<file path="config.mk">
export PLATFORM = sky130hd
export DESIGN_NAME = pulse_timer_unit
export DESIGN_NICKNAME = d
export VERILOG_FILES = /design/src/README_unused.sv /design/src/pulse_timer_pkg.sv /design/src/phase4_decoder.sv /design/src/channel_counter.sv /design/src/pulse_timer_unit.sv
export SDC_FILE = /design/constraint.sdc
export NUM_CORES = 1
export LEC_CHECK = 0
export ABC_AREA = 1
export BUFFER_PORTS_ARGS = -buffer_cell sky130_fd_sc_hd__clkbuf_2
export CELL_PAD_IN_SITES_DETAIL_PLACEMENT = 1
export CELL_PAD_IN_SITES_GLOBAL_PLACEMENT = 2
export CORE_MARGIN = 1
export CORE_UTILIZATION = 36
export DETAILED_ROUTE_END_ITERATION = 16
export PLACE_DENSITY = 0.9
export SYNTH_ARGS = -nofsm -noshare
export SYNTH_HDL_FRONTEND = slang
export SYNTH_HIERARCHICAL = 1
export SYNTH_SLANG_ARGS = --single-unit
</file>
<file path="constraint.sdc">
create_clock -name clk_in -period 3.7 [get_ports clk_in]
set_input_delay 0.185 -clock clk_in [delete_from_list [all_inputs] [get_ports clk_in]]
set_output_delay 0.185 -clock clk_in [all_outputs]
set_load 0.1 [all_outputs]
</file>
<file path="src/README_unused.sv">
// intentionally empty
`timescale 1ns/1ns

</file>
<file path="src/pulse_timer_pkg.sv">
// shared constants and types of the pulse timer unit
package pulse_timer_pkg;

	localparam int CNT_W     = 16;
	localparam int NUM_CH    = 6;
	localparam int NUM_SRC   = 26;
	localparam int NUM_MATCH = 16;
	localparam int ADDR_W    = 8;

	// request sources in reset priority order, channel by channel
	localparam int SRC_BASE   [NUM_CH] = '{0, 5, 9, 13, 18, 22};
	localparam int MATCH_BASE [NUM_CH] = '{0, 4, 6, 8, 12, 14};
	localparam int NUM_GR     [NUM_CH] = '{4, 2, 2, 4, 2, 2};

	// channels that may run in two-phase mode 4
	localparam logic [5:0] PHASE_CAPABLE = 6'h36;

	// register byte offsets
	localparam logic [7:0] OFS_RUN     = 8'h00;
	localparam logic [7:0] OFS_PHASE   = 8'h04;
	localparam logic [7:0] OFS_CAPSEL  = 8'h08;
	localparam logic [7:0] OFS_CLEAR   = 8'h0c;
	localparam logic [7:0] OFS_STATUS  = 8'h10;
	localparam logic [7:0] OFS_ENABLE  = 8'h14;
	localparam logic [7:0] OFS_DIR     = 8'h18;
	localparam logic [7:0] OFS_COUNTER = 8'h20;
	localparam logic [7:0] OFS_GENERAL = 8'h40;
	localparam logic [7:0] OFS_GEN_END = 8'ha0;

	// capture select field positions
	localparam int CAP_CH0B_CLK1 = 0;
	localparam int CAP_CH1A_M0A  = 1;
	localparam int CAP_CH1B_M0C  = 2;
	localparam int CAP_CH0_BUFBD = 3;
	// clear select: bits 5:0 clear on register A match, bit 6 clears channel 0 on C match
	localparam int CLR_CH0_C     = 6;

	// reset values
	localparam logic [31:0] RST_ZERO = 32'h0000_0000;

	typedef struct packed {
		logic             en;
		logic [2:0]       idx;
		logic [CNT_W-1:0] data;
	} cnt_write_t;

endpackage : pulse_timer_pkg

</file>
<file path="src/phase4_decoder.sv">
// two-phase encoder decoder, counting mode 4
`timescale 1ns/1ns
module phase4_decoder
	import pulse_timer_pkg::*;
(
	input  wire logic clk_in,
	input  wire logic rst_n_in,
	input  wire logic phase_a_in,
	input  wire logic phase_b_in,
	output logic      up_out,
	output logic      down_out
);

	logic [1:0] a_sync;
	logic [1:0] b_sync;
	logic       b_last;

	// both phases sampled on the same edge through two flops
	always_ff @(posedge clk_in) begin
		if (!rst_n_in) begin
			a_sync <= 2'h0;
			b_sync <= 2'h0;
			b_last <= 1'b0;
		end else begin
			a_sync <= {a_sync[0], phase_a_in};
			b_sync <= {b_sync[0], phase_b_in};
			b_last <= b_sync[1];
		end
	end

	wire b_rise = b_sync[1] & ~b_last;
	wire b_fall = ~b_sync[1] & b_last;

	// only b edges count, a level picks the direction
	assign up_out   = (b_rise & a_sync[1]) | (b_fall & ~a_sync[1]);
	assign down_out = (b_rise & ~a_sync[1]) | (b_fall & a_sync[1]);

endmodule : phase4_decoder

</file>
<file path="src/channel_counter.sv">
// one timer channel: counter, general registers, match and wrap events
`timescale 1ns/1ns
module channel_counter
	import pulse_timer_pkg::*;
#(
	parameter int NGR = 4
) (
	input  wire logic             clk_in,
	input  wire logic             rst_n_in,
	input  wire logic             inc_in,
	input  wire logic             dec_in,
	input  wire logic [3:0]       cap_mode_in,
	input  wire logic [3:0]       cap_strobe_in,
	input  wire logic             buffer_bd_in,
	input  wire logic [3:0]       clear_mask_in,
	input  wire cnt_write_t       wr_in,
	output logic      [CNT_W-1:0] count_out,
	output logic      [CNT_W-1:0] gr_out [4],
	output logic      [3:0]       match_out,
	output logic                  ovf_out,
	output logic                  unf_out,
	output logic                  dir_out
);

	logic [CNT_W-1:0] up_down_counter;
	logic [CNT_W-1:0] general_register [4];
	logic             dir;

	wire step = inc_in | dec_in;

	genvar i;
	for (i = 0; i < 4; i++) begin : g_gr
		if (i < NGR) begin : g_on
			// capture source or compare match on counter step
			assign match_out[i] = cap_mode_in[i] ? cap_strobe_in[i] :
				(step & (up_down_counter == general_register[i]));
			always_ff @(posedge clk_in) begin
				if (!rst_n_in) begin
					general_register[i] <= RST_ZERO[CNT_W-1:0];
				end else if (cap_mode_in[i] & cap_strobe_in[i]) begin
					general_register[i] <= up_down_counter;
				end else if (i == 3 && buffer_bd_in && cap_mode_in[1] && cap_strobe_in[1]) begin
					general_register[i] <= general_register[1];
				end else if (wr_in.en && wr_in.idx == 3'(i + 1)) begin
					general_register[i] <= wr_in.data;
				end
			end
		end else begin : g_off
			assign match_out[i] = 1'b0;
			always_ff @(posedge clk_in) begin
				general_register[i] <= RST_ZERO[CNT_W-1:0];
			end
		end
		assign gr_out[i] = general_register[i];
	end

	wire clear = |(match_out & clear_mask_in);

	// wrap events follow the count direction
	assign ovf_out = inc_in & (up_down_counter == {CNT_W{1'b1}});
	assign unf_out = dec_in & (up_down_counter == RST_ZERO[CNT_W-1:0]);

	always_ff @(posedge clk_in) begin
		if (!rst_n_in) begin
			up_down_counter <= RST_ZERO[CNT_W-1:0];
			dir             <= 1'b0;
		end else begin
			if (clear) begin
				up_down_counter <= RST_ZERO[CNT_W-1:0];
			end else if (wr_in.en && wr_in.idx == 3'h0) begin
				up_down_counter <= wr_in.data;
			end else if (inc_in) begin
				up_down_counter <= up_down_counter + 1'b1;
			end else if (dec_in) begin
				up_down_counter <= up_down_counter - 1'b1;
			end
			if (inc_in) begin
				dir <= 1'b1;
			end else if (dec_in) begin
				dir <= 1'b0;
			end
		end
	end

	assign count_out = up_down_counter;
	assign dir_out   = dir;

endmodule : channel_counter

</file>
<file path="src/pulse_timer_unit.sv">
// pulse timer unit: six channels, request flags, phase mode 4, avalon slave
//
// How it works
// - mode 4 counts on b edges only; a level sets up or down.
// - channels 1 and 5 use pins a/b, channels 2 and 4 use c/d.
// - match, overflow and underflow sources each own a flag and enable.
// - an event sets its flag; request rises only while enable is set.
// - request holds until its flag or its enable is cleared; either withdraws it.
// - within a channel priority is fixed; the controller orders channels.
// - sixteen match sources: four on channels 0 and 3, two elsewhere.
// - every channel has an overflow flag and request.
// - underflow flags and requests exist on channels 1, 2, 4, 5 only.
// - only match requests reach the transfer controller.
// - only register a match requests reach the dma controller.
// - sources are ordered channel by channel, matches, overflow, underflow.
// - channel 0 b captures on channel 1 count clock, buffered into d.
// - channel 1 a and b capture on channel 0 a and c matches.
// - overflow counting up, underflow counting down; direction flag readable.
// - phase mode forces encoder counting; clear and enables still work.
// - a started transfer clears its flag without software.
`timescale 1ns/1ns
module pulse_timer_unit
	import pulse_timer_pkg::*;
(
	input  wire logic                 clk_in,
	input  wire logic                 rst_n_in,
	input  wire logic [ADDR_W-1:0]    address_in,
	input  wire logic                 read_in,
	input  wire logic                 write_in,
	input  wire logic [31:0]          writedata_in,
	output logic      [31:0]          readdata_out,
	output logic                      waitrequest_out,
	input  wire logic                 ext_clk_in_a,
	input  wire logic                 ext_clk_in_b,
	input  wire logic                 ext_clk_in_c,
	input  wire logic                 ext_clk_in_d,
	input  wire logic [NUM_MATCH-1:0] xfer_ack_in,
	input  wire logic [NUM_CH-1:0]    dma_ack_in,
	output logic      [NUM_SRC-1:0]   irq_out,
	output logic      [NUM_MATCH-1:0] xfer_req_out,
	output logic      [NUM_CH-1:0]    dma_req_out
);

	logic [5:0]         run;
	logic [5:0]         phase_mode;
	logic [3:0]         capsel;
	logic [6:0]         clear_sel;
	logic [NUM_SRC-1:0] status_flags;
	logic [NUM_SRC-1:0] irq_enable;
	logic               wait_q;
	logic [31:0]        rdata;

	logic [CNT_W-1:0]   count_val [NUM_CH];
	logic [CNT_W-1:0]   gr_val    [NUM_CH][4];
	logic [3:0]         match     [NUM_CH];
	logic [NUM_CH-1:0]  ovf;
	logic [NUM_CH-1:0]  unf;
	logic [NUM_CH-1:0]  count_direction_flag;
	logic [NUM_CH-1:0]  inc;
	logic [NUM_CH-1:0]  dec;
	logic [NUM_SRC-1:0] src_event;
	logic [NUM_SRC-1:0] hw_clear;
	logic [NUM_SRC-1:0] src_dma_mask;
	logic [NUM_SRC-1:0] src_is_match;

	// avalon handshake: wait one cycle, then take at the edge with wait low
	wire req      = read_in | write_in;
	wire take     = req & ~wait_q;
	wire wr       = write_in & take;
	wire hit_run  = address_in == OFS_RUN;
	wire hit_ph   = address_in == OFS_PHASE;
	wire hit_cap  = address_in == OFS_CAPSEL;
	wire hit_clr  = address_in == OFS_CLEAR;
	wire hit_stat = address_in == OFS_STATUS;
	wire hit_en   = address_in == OFS_ENABLE;
	wire hit_dir  = address_in == OFS_DIR;

	wire [7:0] cnt_ofs = address_in - OFS_COUNTER;
	wire [7:0] gr_ofs  = address_in - OFS_GENERAL;
	wire       hit_cnt = address_in >= OFS_COUNTER && address_in < OFS_GENERAL
		&& cnt_ofs[1:0] == 2'h0 && cnt_ofs[4:2] < 3'(NUM_CH);
	wire       hit_gr  = address_in >= OFS_GENERAL && address_in < OFS_GEN_END
		&& gr_ofs[1:0] == 2'h0;
	wire [2:0] cnt_ch  = cnt_ofs[4:2];
	wire [2:0] gr_ch   = gr_ofs[6:4];
	wire [1:0] gr_idx  = gr_ofs[3:2];

	// software writes 0 to clear a flag, 1 leaves it
	wire [NUM_SRC-1:0] sw_clear    = (wr & hit_stat) ? ~writedata_in[NUM_SRC-1:0] : '0;
	// a new event wins over any clear in the same cycle
	wire [NUM_SRC-1:0] next_flags  = (status_flags & ~sw_clear & ~hw_clear) | src_event;
	// request follows the enable written in the same cycle, so it stays flag and enable
	wire [NUM_SRC-1:0] next_enable = (wr & hit_en) ? writedata_in[NUM_SRC-1:0] : irq_enable;
	wire [NUM_SRC-1:0] next_irq    = next_flags & next_enable;

	// encoder decoders shared by channel pairs
	logic up_ab;
	logic down_ab;
	logic up_cd;
	logic down_cd;

	phase4_decoder u_dec_ab (
		.clk_in     (clk_in),
		.rst_n_in   (rst_n_in),
		.phase_a_in (ext_clk_in_a),
		.phase_b_in (ext_clk_in_b),
		.up_out     (up_ab),
		.down_out   (down_ab)
	);

	phase4_decoder u_dec_cd (
		.clk_in     (clk_in),
		.rst_n_in   (rst_n_in),
		.phase_a_in (ext_clk_in_c),
		.phase_b_in (ext_clk_in_d),
		.up_out     (up_cd),
		.down_out   (down_cd)
	);

	genvar c;
	genvar k;
	for (c = 0; c < NUM_CH; c++) begin : g_ch
		localparam int NG   = NUM_GR[c];
		localparam int BASE = SRC_BASE[c];
		localparam int MB   = MATCH_BASE[c];
		localparam bit USE_AB = (c == 1) || (c == 5);

		wire phase_on = phase_mode[c] & PHASE_CAPABLE[c];
		wire enc_up   = USE_AB ? up_ab : up_cd;
		wire enc_down = USE_AB ? down_ab : down_cd;

		// phase mode overrides the internal clock
		assign inc[c] = run[c] & (phase_on ? enc_up : 1'b1);
		assign dec[c] = run[c] & phase_on & enc_down;

		wire [3:0] cap_mode;
		wire [3:0] cap_strobe;
		if (c == 0) begin : g_cap0
			assign cap_mode   = {2'b00, capsel[CAP_CH0B_CLK1], 1'b0};
			assign cap_strobe = {2'b00, inc[1] | dec[1], 1'b0};
		end else if (c == 1) begin : g_cap1
			assign cap_mode   = {2'b00, capsel[CAP_CH1B_M0C], capsel[CAP_CH1A_M0A]};
			assign cap_strobe = {2'b00, match[0][2], match[0][0]};
		end else begin : g_capn
			assign cap_mode   = 4'h0;
			assign cap_strobe = 4'h0;
		end

		wire [3:0] clr_mask = {1'b0, (c == 0) ? clear_sel[CLR_CH0_C] : 1'b0, 1'b0, clear_sel[c]};

		cnt_write_t wcmd;
		assign wcmd.en   = wr & ((hit_cnt & cnt_ch == 3'(c)) |
			(hit_gr & gr_ch == 3'(c) & 32'(gr_idx) < NG));
		assign wcmd.idx  = hit_cnt ? 3'h0 : {1'b0, gr_idx} + 3'h1;
		assign wcmd.data = writedata_in[CNT_W-1:0];

		channel_counter #(.NGR(NG)) u_ch (
			.clk_in        (clk_in),
			.rst_n_in      (rst_n_in),
			.inc_in        (inc[c]),
			.dec_in        (dec[c]),
			.cap_mode_in   (cap_mode),
			.cap_strobe_in (cap_strobe),
			.buffer_bd_in  ((c == 0) ? capsel[CAP_CH0_BUFBD] : 1'b0),
			.clear_mask_in (clr_mask),
			.wr_in         (wcmd),
			.count_out     (count_val[c]),
			.gr_out        (gr_val[c]),
			.match_out     (match[c]),
			.ovf_out       (ovf[c]),
			.unf_out       (unf[c]),
			.dir_out       (count_direction_flag[c])
		);

		// match sources in register order, then overflow, then underflow
		for (k = 0; k < NG; k++) begin : g_m
			assign src_event[BASE+k]    = match[c][k];
			// transfer start clears the flag
			assign hw_clear[BASE+k]     = xfer_ack_in[MB+k] | ((k == 0) & dma_ack_in[c]);
			assign src_is_match[BASE+k] = 1'b1;
			assign src_dma_mask[BASE+k] = (k == 0);
		end
		assign src_event[BASE+NG]    = ovf[c];
		assign hw_clear[BASE+NG]     = 1'b0;
		assign src_is_match[BASE+NG] = 1'b0;
		assign src_dma_mask[BASE+NG] = 1'b0;
		if (NG == 2) begin : g_unf
			assign src_event[BASE+NG+1]    = unf[c];
			assign hw_clear[BASE+NG+1]     = 1'b0;
			assign src_is_match[BASE+NG+1] = 1'b0;
			assign src_dma_mask[BASE+NG+1] = 1'b0;
		end

		for (k = 0; k < NG; k++) begin : g_xr
			always_ff @(posedge clk_in) begin
				if (!rst_n_in) begin
					xfer_req_out[MB+k] <= 1'b0;
				end else begin
					xfer_req_out[MB+k] <= next_irq[BASE+k] & src_is_match[BASE+k];
				end
			end
		end

		always_ff @(posedge clk_in) begin
			if (!rst_n_in) begin
				dma_req_out[c] <= 1'b0;
			end else begin
				dma_req_out[c] <= next_irq[BASE] & src_dma_mask[BASE];
			end
		end
	end

	// read mux
	wire [CNT_W-1:0] cnt_rd = (cnt_ch < 3'(NUM_CH)) ? count_val[cnt_ch] : '0;
	wire             gr_ok  = gr_ch < 3'(NUM_CH) && 32'(gr_idx) < NUM_GR[gr_ch];
	wire [CNT_W-1:0] gr_rd  = gr_ok ? gr_val[gr_ch][gr_idx] : '0;
	assign rdata = hit_run  ? {26'h0, run} :
		hit_ph   ? {26'h0, phase_mode} :
		hit_cap  ? {28'h0, capsel} :
		hit_clr  ? {25'h0, clear_sel} :
		hit_stat ? {6'h0, status_flags} :
		hit_en   ? {6'h0, irq_enable} :
		hit_dir  ? {26'h0, count_direction_flag} :
		hit_cnt  ? {16'h0, cnt_rd} :
		(hit_gr && gr_ok) ? {16'h0, gr_rd} : RST_ZERO;

	always_ff @(posedge clk_in) begin
		if (!rst_n_in) begin
			wait_q       <= 1'b1;
			readdata_out <= RST_ZERO;
		end else begin
			wait_q       <= ~(req & wait_q);
			readdata_out <= (read_in & wait_q) ? rdata : readdata_out;
		end
	end
	assign waitrequest_out = wait_q;

	always_ff @(posedge clk_in) begin
		if (!rst_n_in) begin
			run          <= RST_ZERO[5:0];
			phase_mode   <= RST_ZERO[5:0];
			capsel       <= RST_ZERO[3:0];
			clear_sel    <= RST_ZERO[6:0];
			irq_enable   <= RST_ZERO[NUM_SRC-1:0];
			status_flags <= RST_ZERO[NUM_SRC-1:0];
			irq_out      <= RST_ZERO[NUM_SRC-1:0];
		end else begin
			if (wr & hit_run) run <= writedata_in[5:0];
			if (wr & hit_ph) phase_mode <= writedata_in[5:0] & PHASE_CAPABLE;
			if (wr & hit_cap) capsel <= writedata_in[3:0];
			if (wr & hit_clr) clear_sel <= writedata_in[6:0];
			irq_enable   <= next_enable;
			status_flags <= next_flags;
			irq_out      <= next_irq;
		end
	end

endmodule : pulse_timer_unit

</file>
======== Yosys cells after proc, flatten, opt, wreduce, memory -nomap -nowiden ========
Memory sizes are Yosys's and may differ from the RTL's.
Cells that the tools add are included.
word-level totals
  memories ................................ 7
  bits in writable memories ............... 384
  memory bits (read-only) ................. 256
  bits in registers ....................... 260
  input bits .............................. 70
operators by class
  bitwise gates (word level) .............. 151
  add/sub/neg operators ................... 13
  eq/ne operators ......................... 42
  reduce and logical (&&, ||, !) cells .... 57
  muxes and demuxes ....................... 141
  $lt $le $gt $ge ......................... 11
memories
  name                           words  width  read ports  clocked after Yosys merged registers in  wr ports  line                     source
  (no name shown)                8      32     1           0                                        0         pulse_timer_unit.sv:215  wire gr_ok = gr_ch < 3'(NUM_CH) && 32'(gr_idx) < NUM_GR[gr_ch];
  g_ch[0].u_ch.general_register  4      16     4           0                                        4         channel_counter.sv:26    logic [CNT_W-1:0] general_register [4];
  g_ch[1].u_ch.general_register  4      16     4           0                                        4         channel_counter.sv:26
  g_ch[2].u_ch.general_register  4      16     4           0                                        4         channel_counter.sv:26
  g_ch[3].u_ch.general_register  4      16     4           0                                        4         channel_counter.sv:26
  g_ch[4].u_ch.general_register  4      16     4           0                                        4         channel_counter.sv:26
  1 more memories                --     --     --          --                                       --        --
operators by type and width
  cell                     count
  $mux W16                 45
  $eq A16 B16 Y1           16
  $mux W32                 8
  $bmux W64 S3             1
  $mux W64                 2
  $add A16 B1 Y16 const B  6
  $eq A16 B16 Y1 const B   6
  $and A1 B1 Y1            85
  $mux W1                  80
  $and A26 B26 Y26         3
  $logic_not A16 Y1        4
  $sub A16 B1 Y16 const B  4
  $mux W26                 2
  $not A26 Y26             2
  $bmux W16 S3             1
  $or A1 B1 Y1             41
  $bmux W16 S2             1
  $lt A2 B32 Y1            1
  $logic_and A1 B1 Y1      31
  $reduce_or A5 Y1         6
  $not A24 Y26             1
  $or A26 B26 Y26          1
  $eq A8 B5 Y1 const B     3
  $eq A3 B2 Y1 const B     6
  27 further kinds         59

======== Longest topological paths before layout ========
  depth after elaboration ................. 18
  gate-level depth with buffers ........... 25
  depth with buffers taken out ............ 19

======== Hierarchy ========
Netlist, hierarchy kept.
modules (own cells, without submodules)
  module                              sequential area each (µm²)  area an instance (µm²)  cells each  times used
  pulse_timer_unit                    2522.4                      10142.2                 1707        1
  channel_counter (g_ch[1].u_ch ...)  1301.2                      3847.4                  546         2
  channel_counter (g_ch[0].u_ch)      2262.2                      5681.7                  758         1
  channel_counter (g_ch[3].u_ch)      2262.2                      5677.9                  756         1
  channel_counter (g_ch[5].u_ch)      1301.2                      3860.0                  549         1
  channel_counter (g_ch[4].u_ch)      1301.2                      3848.7                  547         1
  phase4_decoder                      100.1                       176.4                   24          2

======== Worst setup path after synthesis ========
OpenSTA, ideal clock, no wires.
  kind .................................... input -> register
  start point ............................. in address_in[4]
  end point ............................... mem g_ch[0].u_ch.general_register[2][0], enable pin
  arrival time ............................ 3024 ps
  library setup time ...................... 375 ps
  cell stages on the path ................. 18
  slack ................................... 301 ps
  data required time ...................... 3325 ps
  cell sequence ........................... buf_6 > inv_4 > buf_2 > buf_2 > buf_2 > ha_1 > nand2_1 > nand2_1 > and3_1 > buf_2 > buf_2 > nand3_1 > a21oi_1 > nand2_1 > nor2_1 > nand4_1 > clkbuf_1 > nand3_1
RTL lines
  what         line                    source
  from (decl)  pulse_timer_unit.sv:27  input wire logic [ADDR_W-1:0] address_in,
  to (decl)    channel_counter.sv:26

======== Worst setup path in the final report ========
  start point ............................. reg u_dec_ab.b_sync[1]
  end point ............................... reg g_ch[1].u_ch.up_down_counter[7]
between the ends
  cells in the longest elaborated chain, start to end .. 11
RTL lines
  what                        line                     source
  from (decl)                 phase4_decoder.sv:15     logic [1:0] b_sync;
  from (signal assigned)      phase4_decoder.sv:26     b_sync <= {b_sync[0], phase_b_in};
  $not A1 Y1                  phase4_decoder.sv:32     wire b_fall = ~b_sync[1] & b_last;
  $and A1 B1 Y1               phase4_decoder.sv:32
  $and A1 B1 Y1               phase4_decoder.sv:35     assign up_out = (b_rise & a_sync[1]) | (b_fall & ~a_sync[1]);
  $or A1 B1 Y1 (*)            phase4_decoder.sv:35
  net g_ch[1].enc_up          pulse_timer_unit.sv:129  wire enc_up = USE_AB ? up_ab : up_cd;
  $mux W1 (*)                 pulse_timer_unit.sv:133  assign inc[c] = run[c] & (phase_on ? enc_up : 1'b1);
  $and A1 B1 Y1 (*)           pulse_timer_unit.sv:133
  net inc[1]                  pulse_timer_unit.sv:59   logic [NUM_CH-1:0] inc;
  $or A1 B1 Y1                channel_counter.sv:29    wire step = inc_in | dec_in;
  $and A1 B1 Y1               channel_counter.sv:36    (step & (up_down_counter == general_register[i]));
  $mux W1                     channel_counter.sv:35    assign match_out[i] = cap_mode_in[i] ? cap_strobe_in[i] :
  $and A2 B1 Y2               channel_counter.sv:57    wire clear = |(match_out & clear_mask_in);
  $reduce_or A5 Y1 (no line)  --
  to (signal assigned)        channel_counter.sv:65    up_down_counter <= RST_ZERO[CNT_W-1:0];
  to (signal assigned)        channel_counter.sv:69    up_down_counter <= RST_ZERO[CNT_W-1:0];
  to (signal assigned)        channel_counter.sv:71    up_down_counter <= wr_in.data;
  to (decl)                   channel_counter.sv:25    logic [CNT_W-1:0] up_down_counter;
The timed path passes the listed nets; every way through them passes the cells marked *.
A chain may end at the register's enable or synchronous reset.

==> flow_summary.toml <==
[yosys]
postSynthCellCount = 5437
postSynthAreaPerCell_um2 = 6.829
ys_warn_count = 6
syn_area_mm2 = 0.03713

[critical_path]
path_class = "reg -> reg"
ff2ff_setup_slack_ns = 0.53
start_kind = "register"
crit_arrival_ns = 3.71
end_kind = "register"
crit_fanout = 11
worstPathRequired_ns = 4.24

[floorplanning]
boundaryPins = 151
die-area_mm2 = 0.1044
rows = 117
start_util_pct = 36.39
die_h_um = 323.1
die_w_um = 323.1
core_mm2 = 0.1020

[clock_tree]
cts_tree = "built"
clockBufferDepth = 3
clock_latency_ns = 0.68
cts_made_buffers = 58
h-tree-depth = 2
clock_sink_count = 494
post_cts_buffers = 0
clockRootBuffer = "clkbuf_16"
path_clk_slew_ns = 0.07

[layout]
ff_latch_area_mm2 = 0.01245
layout-drive-gt1-share_pct = 9.864
area_growth_pct = 11.23
fillers = 13190
multiInputGateArea_mm2 = 0.02009
final_nets = 5777

[place]
gp_congestion = 1.038
buffer_ports.inserted = 138
dp_worst_setup_slack_ns = 0.4333
hpwl_mm = 133.8

[timing]
rsz0062_at_grt = "false"
slew_headroom_pct = 22.34
setup_viol = 0
worst_pin_slew_ns = 1.164
fin_ws_ns = 0.5258
fin_crit_ns = 3.174
period_share_pct = 85.79
maxSlewViolCount = 0
skew_ns = 0.03547
fmax_mhz = 315.0
finalHoldViolCount = 0
finalSetupTns_ns = 0

[grt]
grt-ovfl-total = 0
grt_pass1_wl_mm = 253.9
grt_pass1_vias = 37750
gr-usage-all-layers_pct = 32.94
antenna_found_initial = 7
grt_max_degree = 85

[power]
leakagePower_uw = 0.01856
powerDensity_mw_per_mm2 = 381.8
vdd_drop_max_mv = 0.3545

[routing]
vias = 39220
routed_wl_mm = 175.4
first_pass_iters = 5
route.detailed.drc = 0
ant_nets = 0
wl_per_cell_um = 24.97
drt_iter0_markers = 4584
vias_per_cell = 5.581

[worst_hold_path]
hold_path.class = "in -> reg"

[job]
maxCapViolations = 0

[run_status]
status = "completed"
[report_power, final]
part           leakage (uW)  total (uW)  internal, uW  switching [uW]
Sequential          0.00465        6410          5990             415
Combinational        0.0129        3310          1010            2290
Clock              0.000974        6050          3460            2590
[per-stage QoR]
| step | area, um^2 | utilization (%) | instances | total power, uW | hold WS [ns] |
|---|---|---|---|---|---|
| 3_5_place_dp | 38900 | 38.12 | 6876 | 9671 | 0.3779 |
| 2_1_floorplan | 37810 | - | 5619 | 8620 | 0.2785 |
| 3_3_place_gp | 38900 | 38.12 | 6876 | 9596 | 0.3658 |
| 5_1_grt | 41290 | 40.47 | 7025 | 16320 | 0.08896 |
| 6_report | 41300 | 40.47 | 7027 | 15770 | 0.08690 |
| 4_1_cts | 41290 | 40.47 | 7025 | 15710 | 0.03535 |
[what timing repair did]
action | 4_1_cts | 5_1_grt
endpoints found under the hold margin | 59 | 0
gates resized for setup | 0 | 0
hold buffers | 41 | 0
[state kept, by name (all words and copies together) (netlist names), 4 cells and up]
signal / cells
run: 6
g_ch.u_ch/general_register: 256
g_ch.u_ch/dir_out: 6
clear_sel: 7
status_flags: 26
capsel: 4
g_ch.u_ch/count_out: 96
phase_mode: 4
irq_out: 26
irq_enable: 26
readdata_out: 26
[worst max-delay path, stage by stage (launching register included)]
cell and delay, ns:
dfxtp_1 0.39, nand3_1 0.11, nand2_1 0.09, inv_1 0.10, a21oi_1 0.44, inv_1 0.36
ha_1 0.44, or2_2 0.34, nand3_1 0.10, nand2_1 0.14, or2_2 0.31, nand3_1 0.08
nand3_1 0.07, inv_1 0.06, nor2_1 0.04
[area by class of cell]
cell class	instances	share of cell area [%]
inverters	768	7.014
well taps	1368	4.145
clock buffers	75	3.924
repair buffers	304	5.233
clock inverters	33	0.8726
diodes	2	0.01212
multi-input cells	3983	48.65
flip-flops and latches	494	30.15
[per-layer routing]
layer	track usage (%)	vias to the layer above	wire length, um
met1	44.53	19120	73480
met4	15.39	8	9124
met2	51.00	1820	76740
met3	5.553	366	16030
li1	-	17910	-
met5	0	-	56
[cell usage in the layout (no fill, tap or decap), types with 10 or more instances in the layout]
cell	instances
nand2_1	1313
inv_1	708
nor2_1	611
o22ai_1	346
o21ai_0	294
edfxtp_1	256
a21oi_1	241
nand3_1	238
dfxtp_1	238
conb_1	187
clkbuf_2	137
buf_4	117
ha_1	92
xor2_1	92
nor3_1	80
clkbuf_16	61
xnor2_1	60
inv_2	54
nor2_2	46
o211ai_1	46
dlygate4sd3_1	41
nand4_1	38
o21a_1	30
nand2_2	26
nor4_1	26
nor3_2	24
o21ai_1	22
or2_2	22
a31oi_1	20
nand3b_1	17
clkinv_2	11
clkinv_1	10
a221oi_1	10
o221ai_1	10
[worst paths after layout]
path	to	cells after the start	startpoint
worst max register to register	g_ch[1].u_ch/count_out[7]	14	u_dec_ab/b_sync[1]
worst max-delay path	g_ch[1].u_ch/count_out[7]	14	u_dec_ab/b_sync[1]
worst min register to register	u_dec_cd/a_sync[1]	2	u_dec_cd/a_sync[0]
worst min-delay path	status_flags[1]	4	xfer_ack_in[1]
Power figures use the tool's default switching activity.
